## src/pkg/tsf_pkg.sv

```systemverilog
package tsf_pkg;
// Contract
// - A trigger command acts exactly like a group execute trigger.
// - Bus triggers count only when the arm source is bus.
// - Bus arm, infinite count, initiated: one measurement per trigger; the code drops a trigger in a done cycle or while start_q is high.
// - Self-test checksums the ROM and queues 0 for pass, 1 for fail.
// - Queued self-test result goes out only when addressed to talk.
// - Wait-to-continue is accepted and does nothing.
// - Configure selects current function and defaults its controls.
// - Configure sets immediate source, counts one, delay zero.
// - Configure disables math and buffer, enables auto zero.
// - Configure switches both source outputs on.
// - Configure query reports the current function.
// - Fetch returns stored readings without starting or changing anything; the code returns ch1_q only and clears ST_NEW_RD.
// - Repeated fetches return the same readings until new ones arrive.
// - Fetch while armed waits until idle.
// - Unsourced, unmeasured channels read as the not-a-number marker.
// - A measure reading wins over a source reading.
// - Read is initiate then fetch.
// - Measure is configure then read.
// - On return to idle, pending commands execute in order.

    localparam logic [31:0] REG_CMD = 32'h0000_0000;
    localparam logic [31:0] REG_STATUS = 32'h0000_0004;
    localparam logic [31:0] REG_SETUP = 32'h0000_0008;
    localparam logic [31:0] REG_RESULT = 32'h0000_000c;
    localparam logic [31:0] REG_CH1 = 32'h0000_0010;
    localparam logic [31:0] REG_CH2 = 32'h0000_0014;
    localparam logic [31:0] REG_MEAS = 32'h0000_0018;

    // command codes written to REG_CMD
    localparam logic [3:0] CMD_NONE = 4'h0;
    localparam logic [3:0] CMD_TRG = 4'h1;
    localparam logic [3:0] CMD_TST = 4'h2;
    localparam logic [3:0] CMD_WAI = 4'h3;
    localparam logic [3:0] CMD_CONF = 4'h4;
    localparam logic [3:0] CMD_CONFQ = 4'h5;
    localparam logic [3:0] CMD_FETCH = 4'h6;
    localparam logic [3:0] CMD_READ = 4'h7;
    localparam logic [3:0] CMD_MEAS = 4'h8;
    localparam logic [3:0] CMD_INIT = 4'h9;
    localparam logic [3:0] CMD_ABORT = 4'ha;

    // setup register fields
    localparam int SET_ARM_BUS = 0;
    localparam int SET_ARM_INF = 1;
    localparam int SET_TRIG_IMM = 2;
    localparam int SET_MATH = 3;
    localparam int SET_BUF = 4;
    localparam int SET_AZ = 5;
    localparam int SET_OUT1 = 6;
    localparam int SET_OUT2 = 7;
    localparam int SET_FUNC_CURR = 8;
    localparam int SET_CNT_LSB = 16;
    localparam int SET_DLY_LSB = 24;
    localparam logic [31:0] SETUP_RST = 32'h0101_0124;
    localparam logic [31:0] SETUP_CONF = 32'h0001_01e4;

    // status bits
    localparam int ST_ARMED = 0;
    localparam int ST_PEND = 1;
    localparam int ST_RES_VLD = 2;
    localparam int ST_TST_FAIL = 3;
    localparam int ST_NEW_RD = 4;

    localparam logic [31:0] NOT_A_NUMBER_MARKER = 32'h7e95_1a5c;
    localparam logic [31:0] FUNC_CURRENT_CODE = 32'h0000_0001;
    localparam logic [15:0] ROM_SUM_GOOD = 16'h0000;
    localparam int QUEUE_DEPTH = 4;
endpackage

```

## src/pkg/tsf_meas_if.sv

```systemverilog
`timescale 1ns/1ps
interface tsf_meas_if;
    logic start;
    logic done;
    logic [31:0] src1;
    logic [31:0] src2;
    logic [31:0] mea1;
    logic [31:0] mea2;
    logic [3:0] flags;
    modport ctrl (output start, input done, src1, src2, mea1, mea2, flags);
    modport unit (input start, output done, src1, src2, mea1, mea2, flags);
endinterface

```

## src/rtl/tsf_sel.sv

```systemverilog
`timescale 1ns/1ps
// per-channel element choice: measure beats source, neither gives marker
module tsf_sel
    import tsf_pkg::*;
(
    input wire logic have_src,
    input wire logic have_meas,
    input wire logic [31:0] src_val,
    input wire logic [31:0] meas_val,
    output logic [31:0] element
);
    always_comb
    begin
        if (have_meas)
            element = meas_val;
        else if (have_src)
            element = src_val;
        else
            element = NOT_A_NUMBER_MARKER;
    end
endmodule

```

## src/rtl/tsf_top.sv

```systemverilog
`timescale 1ns/1ps
module tsf_top
    import tsf_pkg::*;
#(
    parameter int QDEPTH = QUEUE_DEPTH
)
(
    input wire logic pclk,
    input wire logic presetn,
    input wire logic psel,
    input wire logic penable,
    input wire logic pwrite,
    input wire logic [31:0] paddr,
    input wire logic [31:0] pwdata,
    output logic [31:0] prdata,
    output logic pready,
    output logic pslverr,
    input wire logic get_pin,
    input wire logic talk_pin,
    input wire logic [15:0] rom_sum,
    output logic meas_start,
    input wire logic meas_done,
    input wire logic [3:0] meas_flags,
    input wire logic [31:0] src1_val,
    input wire logic [31:0] src2_val,
    input wire logic [31:0] mea1_val,
    input wire logic [31:0] mea2_val,
    output logic [31:0] result_out,
    output logic result_strobe
);
    import tsf_pkg::*;

    if (QDEPTH < 2 || QDEPTH > 16)
        $error("queue depth out of range");

    typedef enum logic [2:0] {TSF_IDLE, TSF_EXEC, TSF_ARMED, TSF_RD_FETCH}
        tsf_state_t;

    localparam int QW = $clog2(QDEPTH);

    tsf_meas_if mif();
    assign meas_start = mif.start;
    assign mif.done = meas_done;
    assign mif.src1 = src1_val;
    assign mif.src2 = src2_val;
    assign mif.mea1 = mea1_val;
    assign mif.mea2 = mea2_val;
    assign mif.flags = meas_flags;

    logic get_s1_q, get_s2_q, get_s3_q;
    logic talk_s1_q, talk_s2_q;
    always_ff @(posedge pclk or negedge presetn)
    begin
        if (!presetn)
        begin
            get_s1_q <= 1'b0;
            get_s2_q <= 1'b0;
            get_s3_q <= 1'b0;
            talk_s1_q <= 1'b0;
            talk_s2_q <= 1'b0;
        end
        else
        begin
            get_s1_q <= get_pin;
            get_s2_q <= get_s1_q;
            get_s3_q <= get_s2_q;
            talk_s1_q <= talk_pin;
            talk_s2_q <= talk_s1_q;
        end
    end
    wire logic get_evt = get_s2_q & ~get_s3_q;

    wire logic wr = psel & penable & pwrite;
    wire logic rd_acc = psel & penable & ~pwrite;
    wire logic cmd_wr = wr && paddr == REG_CMD;
    wire logic trg_cmd = cmd_wr && pwdata[3:0] == CMD_TRG;
    wire logic abort_cmd = cmd_wr && pwdata[3:0] == CMD_ABORT;
    // triggers and abort bypass the queue so they can act while armed
    wire logic trig_evt = get_evt | trg_cmd;
    wire logic q_push = cmd_wr && !trg_cmd && !abort_cmd &&
        pwdata[3:0] != CMD_NONE;

    logic [3:0] q_mem_q [QDEPTH];
    logic [QW-1:0] q_rd_q, q_wr_q;
    logic [QW:0] q_cnt_q;
    tsf_state_t state_q;
    logic [3:0] cur_q;
    logic [31:0] setup_q;
    logic [31:0] result_q;
    logic res_vld_q, tst_fail_q, new_rd_q;
    logic [31:0] ch1_q, ch2_q;
    logic [31:0] meas_cnt_q;
    logic [7:0] left_q;
    logic read_chain_q;
    logic start_q;
    logic [31:0] ch1_el, ch2_el;

    wire logic q_full = q_cnt_q == QDEPTH[QW:0];
    wire logic q_empty = q_cnt_q == '0;
    wire logic q_pop = state_q == TSF_IDLE && !q_empty;
    wire logic [3:0] q_head = q_mem_q[q_rd_q];

    always_ff @(posedge pclk or negedge presetn)
    begin
        if (!presetn)
        begin
            q_rd_q <= '0;
            q_wr_q <= '0;
            q_cnt_q <= '0;
            for (int i = 0; i < QDEPTH; i++)
                q_mem_q[i] <= 4'h0;
        end
        else if (abort_cmd)
        begin
            q_rd_q <= '0;
            q_wr_q <= '0;
            q_cnt_q <= '0;
        end
        else
        begin
            // fifo keeps arrival order
            if (q_push && !q_full)
            begin
                q_mem_q[q_wr_q] <= pwdata[3:0];
                q_wr_q <= QW'((q_wr_q + 1'b1) % QDEPTH);
            end
            if (q_pop)
                q_rd_q <= QW'((q_rd_q + 1'b1) % QDEPTH);
            q_cnt_q <= q_cnt_q + (QW+1)'(q_push && !q_full) -
                (QW+1)'(q_pop);
        end
    end

    tsf_sel u_sel1 (
        .have_src(mif.flags[0]),
        .have_meas(mif.flags[1]),
        .src_val(mif.src1),
        .meas_val(mif.mea1),
        .element(ch1_el)
    );
    tsf_sel u_sel2 (
        .have_src(mif.flags[2]),
        .have_meas(mif.flags[3]),
        .src_val(mif.src2),
        .meas_val(mif.mea2),
        .element(ch2_el)
    );

    wire logic arm_bus = setup_q[SET_ARM_BUS];
    wire logic arm_inf = setup_q[SET_ARM_INF];
    wire logic bus_go = trig_evt && arm_bus && state_q == TSF_ARMED &&
        !start_q;

    // command engine: one command at a time, each finishes before next
    always_ff @(posedge pclk or negedge presetn)
    begin
        if (!presetn)
        begin
            state_q <= TSF_IDLE;
            cur_q <= CMD_NONE;
            setup_q <= SETUP_RST;
            result_q <= 32'h0;
            res_vld_q <= 1'b0;
            tst_fail_q <= 1'b0;
            left_q <= 8'h0;
            read_chain_q <= 1'b0;
            start_q <= 1'b0;
        end
        else
        begin
            start_q <= 1'b0;
            if (talk_s2_q && res_vld_q)
                res_vld_q <= 1'b0;
            if (wr && paddr == REG_SETUP && state_q == TSF_IDLE)
                setup_q <= pwdata;
            if (abort_cmd)
            begin
                state_q <= TSF_IDLE;
                read_chain_q <= 1'b0;
            end
            else
            begin
                case (state_q)
                    TSF_IDLE:
                    begin
                        if (q_pop)
                        begin
                            cur_q <= q_head;
                            state_q <= TSF_EXEC;
                        end
                    end
                    TSF_EXEC:
                    begin
                        state_q <= TSF_IDLE;
                        case (cur_q)
                            CMD_TST:
                            begin
                                tst_fail_q <= rom_sum != ROM_SUM_GOOD;
                                result_q <= {31'h0, rom_sum != ROM_SUM_GOOD};
                                res_vld_q <= 1'b1;
                            end
                            CMD_WAI:
                            begin
                                // sequential engine makes this a no-op
                                state_q <= TSF_IDLE;
                            end
                            CMD_CONF, CMD_MEAS:
                            begin
                                setup_q <= SETUP_CONF;
                                if (cur_q == CMD_MEAS)
                                begin
                                    cur_q <= CMD_READ;
                                    state_q <= TSF_EXEC;
                                end
                            end
                            CMD_CONFQ:
                            begin
                                result_q <= FUNC_CURRENT_CODE;
                                res_vld_q <= 1'b1;
                            end
                            CMD_FETCH:
                            begin
                                // stored copy only
                                result_q <= ch1_q;
                                res_vld_q <= 1'b1;
                            end
                            CMD_INIT, CMD_READ:
                            begin
                                read_chain_q <= cur_q == CMD_READ;
                                left_q <= setup_q[SET_CNT_LSB +: 8];
                                state_q <= TSF_ARMED;
                                start_q <= !arm_bus;
                            end
                            default:
                            begin
                                state_q <= TSF_IDLE;
                            end
                        endcase
                    end
                    TSF_ARMED:
                    begin
                        if (bus_go)
                            start_q <= 1'b1;
                        if (mif.done)
                        begin
                            if (!(arm_bus && arm_inf) && left_q <= 8'h1)
                                state_q <= read_chain_q ? TSF_RD_FETCH
                                    : TSF_IDLE;
                            else
                            begin
                                if (!(arm_bus && arm_inf))
                                    left_q <= left_q - 8'h1;
                                start_q <= !arm_bus;
                            end
                        end
                    end
                    TSF_RD_FETCH:
                    begin
                        cur_q <= CMD_FETCH;
                        read_chain_q <= 1'b0;
                        state_q <= TSF_EXEC;
                    end
                    default:
                        state_q <= TSF_IDLE;
                endcase
            end
        end
    end
    assign mif.start = start_q;

    // readings captured only when a measurement finishes
    always_ff @(posedge pclk or negedge presetn)
    begin
        if (!presetn)
        begin
            ch1_q <= NOT_A_NUMBER_MARKER;
            ch2_q <= NOT_A_NUMBER_MARKER;
            meas_cnt_q <= 32'h0;
            new_rd_q <= 1'b0;
        end
        else
        begin
            if (state_q == TSF_ARMED && mif.done)
            begin
                ch1_q <= ch1_el;
                ch2_q <= ch2_el;
                meas_cnt_q <= meas_cnt_q + 32'h1;
                new_rd_q <= 1'b1;
            end
            else if (state_q == TSF_EXEC && cur_q == CMD_FETCH)
                new_rd_q <= 1'b0;
        end
    end

    always_ff @(posedge pclk or negedge presetn)
    begin
        if (!presetn)
        begin
            result_out <= 32'h0;
            result_strobe <= 1'b0;
        end
        else
        begin
            result_strobe <= talk_s2_q && res_vld_q;
            if (talk_s2_q && res_vld_q)
                result_out <= result_q;
        end
    end

    assign pready = 1'b1;
    always_comb
    begin
        pslverr = 1'b0;
        prdata = 32'h0;
        if (paddr == REG_STATUS)
            prdata = {27'h0, new_rd_q, tst_fail_q, res_vld_q,
                !q_empty, state_q == TSF_ARMED};
        else if (paddr == REG_SETUP)
            prdata = setup_q;
        else if (paddr == REG_RESULT)
            prdata = result_q;
        else if (paddr == REG_CH1)
            prdata = ch1_q;
        else if (paddr == REG_CH2)
            prdata = ch2_q;
        else if (paddr == REG_MEAS)
            prdata = meas_cnt_q;
        else if (paddr != REG_CMD)
            pslverr = psel & penable;
        if (!rd_acc)
            prdata = 32'h0;
    end

    property p_fetch_held;
        @(posedge pclk) disable iff (!presetn)
        (state_q == TSF_ARMED && !abort_cmd) |=> q_cnt_q >= $past(q_cnt_q);
    endproperty
    a_fetch_held: assert property (p_fetch_held) else $error("fetch ran armed");

    property p_conf_setup;
        @(posedge pclk) disable iff (!presetn)
        (state_q == TSF_EXEC && cur_q == CMD_CONF && !abort_cmd)
        |=> setup_q[SET_OUT1] && setup_q[SET_OUT2] && setup_q[SET_AZ]
            && !setup_q[SET_MATH] && !setup_q[SET_BUF]
            && setup_q[SET_FUNC_CURR];
    endproperty
    a_conf_setup: assert property (p_conf_setup) else $error("conf setup");

    property p_conf_trig;
        @(posedge pclk) disable iff (!presetn)
        (state_q == TSF_EXEC && cur_q == CMD_CONF && !abort_cmd)
        |=> setup_q[SET_TRIG_IMM] && setup_q[SET_CNT_LSB +: 8] == 8'h1
            && setup_q[SET_DLY_LSB +: 8] == 8'h0 && !setup_q[SET_ARM_BUS];
    endproperty
    a_conf_trig: assert property (p_conf_trig) else $error("conf trig");

    property p_no_bus_start;
        @(posedge pclk) disable iff (!presetn)
        (state_q == TSF_ARMED && arm_bus && !$past(bus_go) && !mif.done)
        |-> !start_q || $past(state_q) != TSF_ARMED;
    endproperty
    a_no_bus_start: assert property (p_no_bus_start) else $error("stray start");

    property p_bus_one;
        @(posedge pclk) disable iff (!presetn)
        (bus_go && !abort_cmd) |=> start_q ##1 !start_q;
    endproperty
    a_bus_one: assert property (p_bus_one) else $error("trigger start");

    property p_tst_code;
        @(posedge pclk) disable iff (!presetn)
        (state_q == TSF_EXEC && cur_q == CMD_TST && !abort_cmd)
        |=> result_q == {31'h0, $past(rom_sum) != ROM_SUM_GOOD} && res_vld_q;
    endproperty
    a_tst_code: assert property (p_tst_code) else $error("self-test code");

    property p_talk_only;
        @(posedge pclk) disable iff (!presetn)
        result_strobe |-> $past(talk_s2_q) && $past(res_vld_q);
    endproperty
    a_talk_only: assert property (p_talk_only) else $error("sent untalked");

    property p_fetch_stable;
        @(posedge pclk) disable iff (!presetn)
        !(state_q == TSF_ARMED && mif.done) |=> $stable(ch1_q) && $stable(ch2_q);
    endproperty
    a_fetch_stable: assert property (p_fetch_stable) else $error("reading moved");

    property p_confq;
        @(posedge pclk) disable iff (!presetn)
        (state_q == TSF_EXEC && cur_q == CMD_CONFQ && !abort_cmd)
        |=> result_q == FUNC_CURRENT_CODE;
    endproperty
    a_confq: assert property (p_confq) else $error("conf query");

    c_bus_trig: cover property (@(posedge pclk) disable iff (!presetn) bus_go);
    c_read_done: cover property (@(posedge pclk) disable iff (!presetn)
        state_q == TSF_RD_FETCH);
    c_tst: cover property (@(posedge pclk) disable iff (!presetn)
        state_q == TSF_EXEC && cur_q == CMD_TST);
    c_send: cover property (@(posedge pclk) disable iff (!presetn)
        result_strobe);
endmodule

```

## config.mk

```make
export PLATFORM = sky130hd
export DESIGN_NAME = tsf_top
export DESIGN_NICKNAME = d
export VERILOG_FILES = /design/src/pkg/tsf_pkg.sv /design/src/pkg/tsf_meas_if.sv /design/src/rtl/tsf_sel.sv /design/src/rtl/tsf_top.sv
export SDC_FILE = /design/constraint.sdc
export NUM_CORES = 1
export LEC_CHECK = 0
export BUFFER_PORTS_ARGS = -buffer_cell sky130_fd_sc_hd__buf_2
export CAP_MARGIN = 20
export CORE_MARGIN = 1.5
export CORE_UTILIZATION = 36
export DETAILED_ROUTE_END_ITERATION = 10
export MAX_ROUTING_LAYER = met4
export PLACE_DENSITY = 0.66
export SKIP_CTS_REPAIR_TIMING = 1
export SYNTH_ARGS = -nofsm -noshare
export SYNTH_HDL_FRONTEND = slang
export SYNTH_SLANG_ARGS = --single-unit
```

## constraint.sdc

```tcl
create_clock -name pclk -period 5.25 [get_ports pclk]
set_input_delay 0.2625 -clock pclk [delete_from_list [all_inputs] [get_ports pclk]]
set_output_delay 0.2625 -clock pclk [all_outputs]
set_load 0.1 [all_outputs]
```

==> impl_results.md <==
* Status: finished, violations left
* Failing checks: negative hold slack
* Share of post-route cells with drive strength above 1 at 0.2725
* Worst hold slack after final layout at -20.10 ps
* All-layer global routing usage at 0.2502
* Fin. Hold Viols at 7
* IO buf count at 286
* Register bit total from synthesis at 240
* Post-synthesis area per instance at a little over 9 µm²
* IR drop worst, VDD at around 0.00031 V
* Biggest area consumer among synthesized cells: dfrtp_1
* Critical path class: register to primary output
* EDFF count, synth at 0
* Worst setup endpoint: prdata[0]
* Critical Path Sink Type: primary output
* Finished Core Util at 0.4496
* Class of the most critical hold timing path: input port to register
* Sinks on the clock net at 240
* Min cycle time layout at around 3500 ps
* Cells taking the most area after synthesis: dfrtp_1 (39%), dfstp_2 (8.0%), nand2_1 (6.7%)
* Fin crit share at 0.6673
* Number of nets in the final layout at 1880
* Seq/Total Area, Yosys at 0.4742
* Cell count along the critical path at 5
* Initial DRC Count at roughly 920
* Actual slew at the worst max-slew pin at 1113 ps
* TritonCTS buffer count at 27
* Cell-by-cell listing of the critical path: inv_1 > ha_1 > clkinv_1 > a311oi_1 > buf_2
* Pre-antenna DRT Iters at 5
* Most common cell in the netlist: nand2_1
* Area fraction of the dominant cell type after synthesis at 0.3940
* R2r worst-path depth at 8
* Share of flip-flops with an asynchronous set or reset at 1.000
* Clock Path Buffers at 3
* Critical Path RT at 4990 ps
* Die Area at approximately 37000 µm²
* CTS tree: built
* CTS Root Cell: clkbuf_16
* Setup slack after placement at between 1000 and 1500 ps
* Floorplan row count at 68
* Total count of max-transition violations in the final report at 0
* Remaining antenna violation count after routing at 0
* Startpoint of the most critical hold path: pwdata[27]
* Routability congestion estimate at roughly 0.9
* Max stage delay on crit path at 670 ps
* DRC viols at 0
* Distinct cells, synth at 66
* Maximum capacitance violations at 0
* Kind of launch point of the worst setup path: register
* Synthesized netlist net count at about 1600
* Worst path buffer plus inverter count at 3
* Max Fclk at about 0.29 GHz
* Maximum number of pins on one net before global-route repair at roughly 120
* Register-to-Register Setup Slack at 2160 ps
* R2R Path End: meas_cnt_q[20]$_DFFE_PN0P_
* Chip height at roughly 190 µm
* Setup Viol. Count Final at 0
* Die width at approximately 190 µm
* Slowest stage cell, crit path: ha_1
* Fin worst setup slack at approximately 1700 ps
* Vias in the first global route at 11170
* Number of antenna violations at the first check in global routing at 0
* Critical Path Start: state_q[0]$_DFFE_PN0P_
* Worst skew pair latency at 530 ps
* Average wire per cell in the routed design at 20.95 µm
* Critical path's top delay family: buffers and inverters
* Clk pin slew, worst setup/hold paths at 60 ps
* Unrepaired setup endpoints after global routing: false
* H-tree depth at 1
* Worst setup skew after layout at between 10 and 15 ps
* Io pins at approximately 290
* Drt total wl at about 44 mm
* Summed instance area of the synthesized netlist at 12770 µm²
* Cells after synthesis at ~1400
* Top_reg_cell synth: dfrtp_1
* P_leak at between 7 and 8 nW
* Via-to-Cell Ratio at 5.467
* Initial core utilization at 0.3678
* Area of the core region at ~35000 µm²
* Ranking of synthesized cells by instance count: nand2_1 (227), dfrtp_1 (201), o21ai_0 (142), nor2_1 (121), clkbuf_1 (80)
* Vias after detailed routing at between 10000 and 15000
* Estimated wirelength of the detail-placed design at about 33 mm
* Residual overflow from global routing at 0
* CP arrival at roughly 3200 ps
* Wire length of the first global-routing pass at just under 70 mm
* Maximum fanout along the worst path at 18
* Area added between synthesis and finish at 22.25%
* Tightest slew margin relative to the limit at 0.2581
* Yosys synthesis warning count at 0
* Crit Reg-Reg Startpoint: state_q[0]$_DFFE_PN0P_
* Worst Hold Path Cells at 3
* Pwr/cell area at around 480 nW/µm²
how the worst min path moves through the flow:
stage / endpoint / slack (ps)
after floorplan: ch1_q[0]$_DFFE_PN0P_ / -30
after global placement: get_s2_q$_DFF_PN0_ / 330
after detailed placement: get_s2_q$_DFF_PN0_ / 340
after CTS: get_s1_q$_DFF_PN0_ / -180
after global routing: setup_q[30]$_DFF_PN0_ / 3
final: setup_q[27]$_DFF_PN0_ / -20
power by group:
| part | internal (mW) | switching (mW) |
|---|---|---|
| combinational | 0.762 | 1.89 |
| sequential | 2.49 | 0.380 |
| clock | 1.13 | 0.760 |
per-stage QoR:
step                std cells  instance area [µm²]  power [mW]  TNS, ps  hold WS [ps]
finish                   2122                15610       7.417        0        -20.10
global route             2121                15610       7.848        0         2.980
CTS                      2099                15360       7.415        0        -175.2
detailed placement       2050                14470       5.514        0         335.8
global placement         2050                14470       5.443        0         333.6
floorplan                1401                12780       4.748   -18770        -33.09
sequential cells by signal (all words and copies together), names as in the netlist, 2 cells and up:
name,count
ch2_q,32
meas_cnt_q,32
q_mem_q,16
cur_q,4
q_rd_q,2
result_q,32
result_out,32
q_cnt_q,3
q_wr_q,2
ch1_q,32
setup_q,32
left_q,8
state_q,2
logic make-up after synthesis:
logic type | share of synthesized area
XOR/XNOR | 0.02401
flip-flops | 0.4742
buffers and inverters | 0.04988
multiplexers | 0.05635
AO/OA/AOI/OAI | 0.1839
AND/OR/NAND/NOR | 0.1970
adder cells (fa/ha/maj) | 0.01431
other | 0.0002937
final cells by class:
| class | count | area [µm²] |
|---|---|---|
| timing repair buffer | 320 | 1787 |
| inverter | 53 | 198.9 |
| multi-input combinational | 1004 | 6101 |
| antenna | 1 | 2.502 |
| clock buffer | 42 | 832.0 |
| clock inverter | 7 | 62.56 |
| tap | 455 | 569.3 |
| fill | 3389 | 19110 |
| sequential | 240 | 6055 |
layer usage:
layer,track usage,up-vias,wire length (µm)
met3,0.02680,74,2480
met1,0.3613,5608,20960
met2,0.3655,453,19460
met4,0.08083,0,1560
li1,-,5465,-
met5,-,-,0
placed cells by master, fill, tap and decap left out, types with 4 or more instances in the layout:
cell,netlist,routed
a2111oi_0,28,20
a2111oi_1,0,8
a21oi_1,75,75
a221oi_1,29,29
a41oi_1,7,7
and3_1,16,16
and4_1,6,6
buf_2,11,285
buf_4,5,13
clkbuf_1,80,5
clkbuf_16,0,27
clkbuf_8,0,10
clkinv_2,0,5
dfrtp_1,201,201
dfstp_2,39,39
dlygate4sd3_1,0,18
ha_1,13,13
inv_1,50,50
mux2_1,16,16
mux2_2,7,7
mux2i_1,37,37
mux4_2,4,4
nand2_1,227,225
nand2b_1,6,6
nand3_1,37,37
nand3_2,5,5
nand3b_1,6,6
nand4_1,13,13
nor2_1,121,119
nor2b_1,33,33
nor3_1,16,16
nor4_1,8,8
nor4_2,8,8
o21ai_0,142,142
o221a_2,27,27
o22ai_1,33,33
or3_1,6,6
xnor2_1,22,22
xor2_1,13,13
worst min-delay path, stage by stage:
cell and delay (ps):
buf_2 100, nand2_1 40, a21oi_1 60
Power figures use the tool's default switching activity.
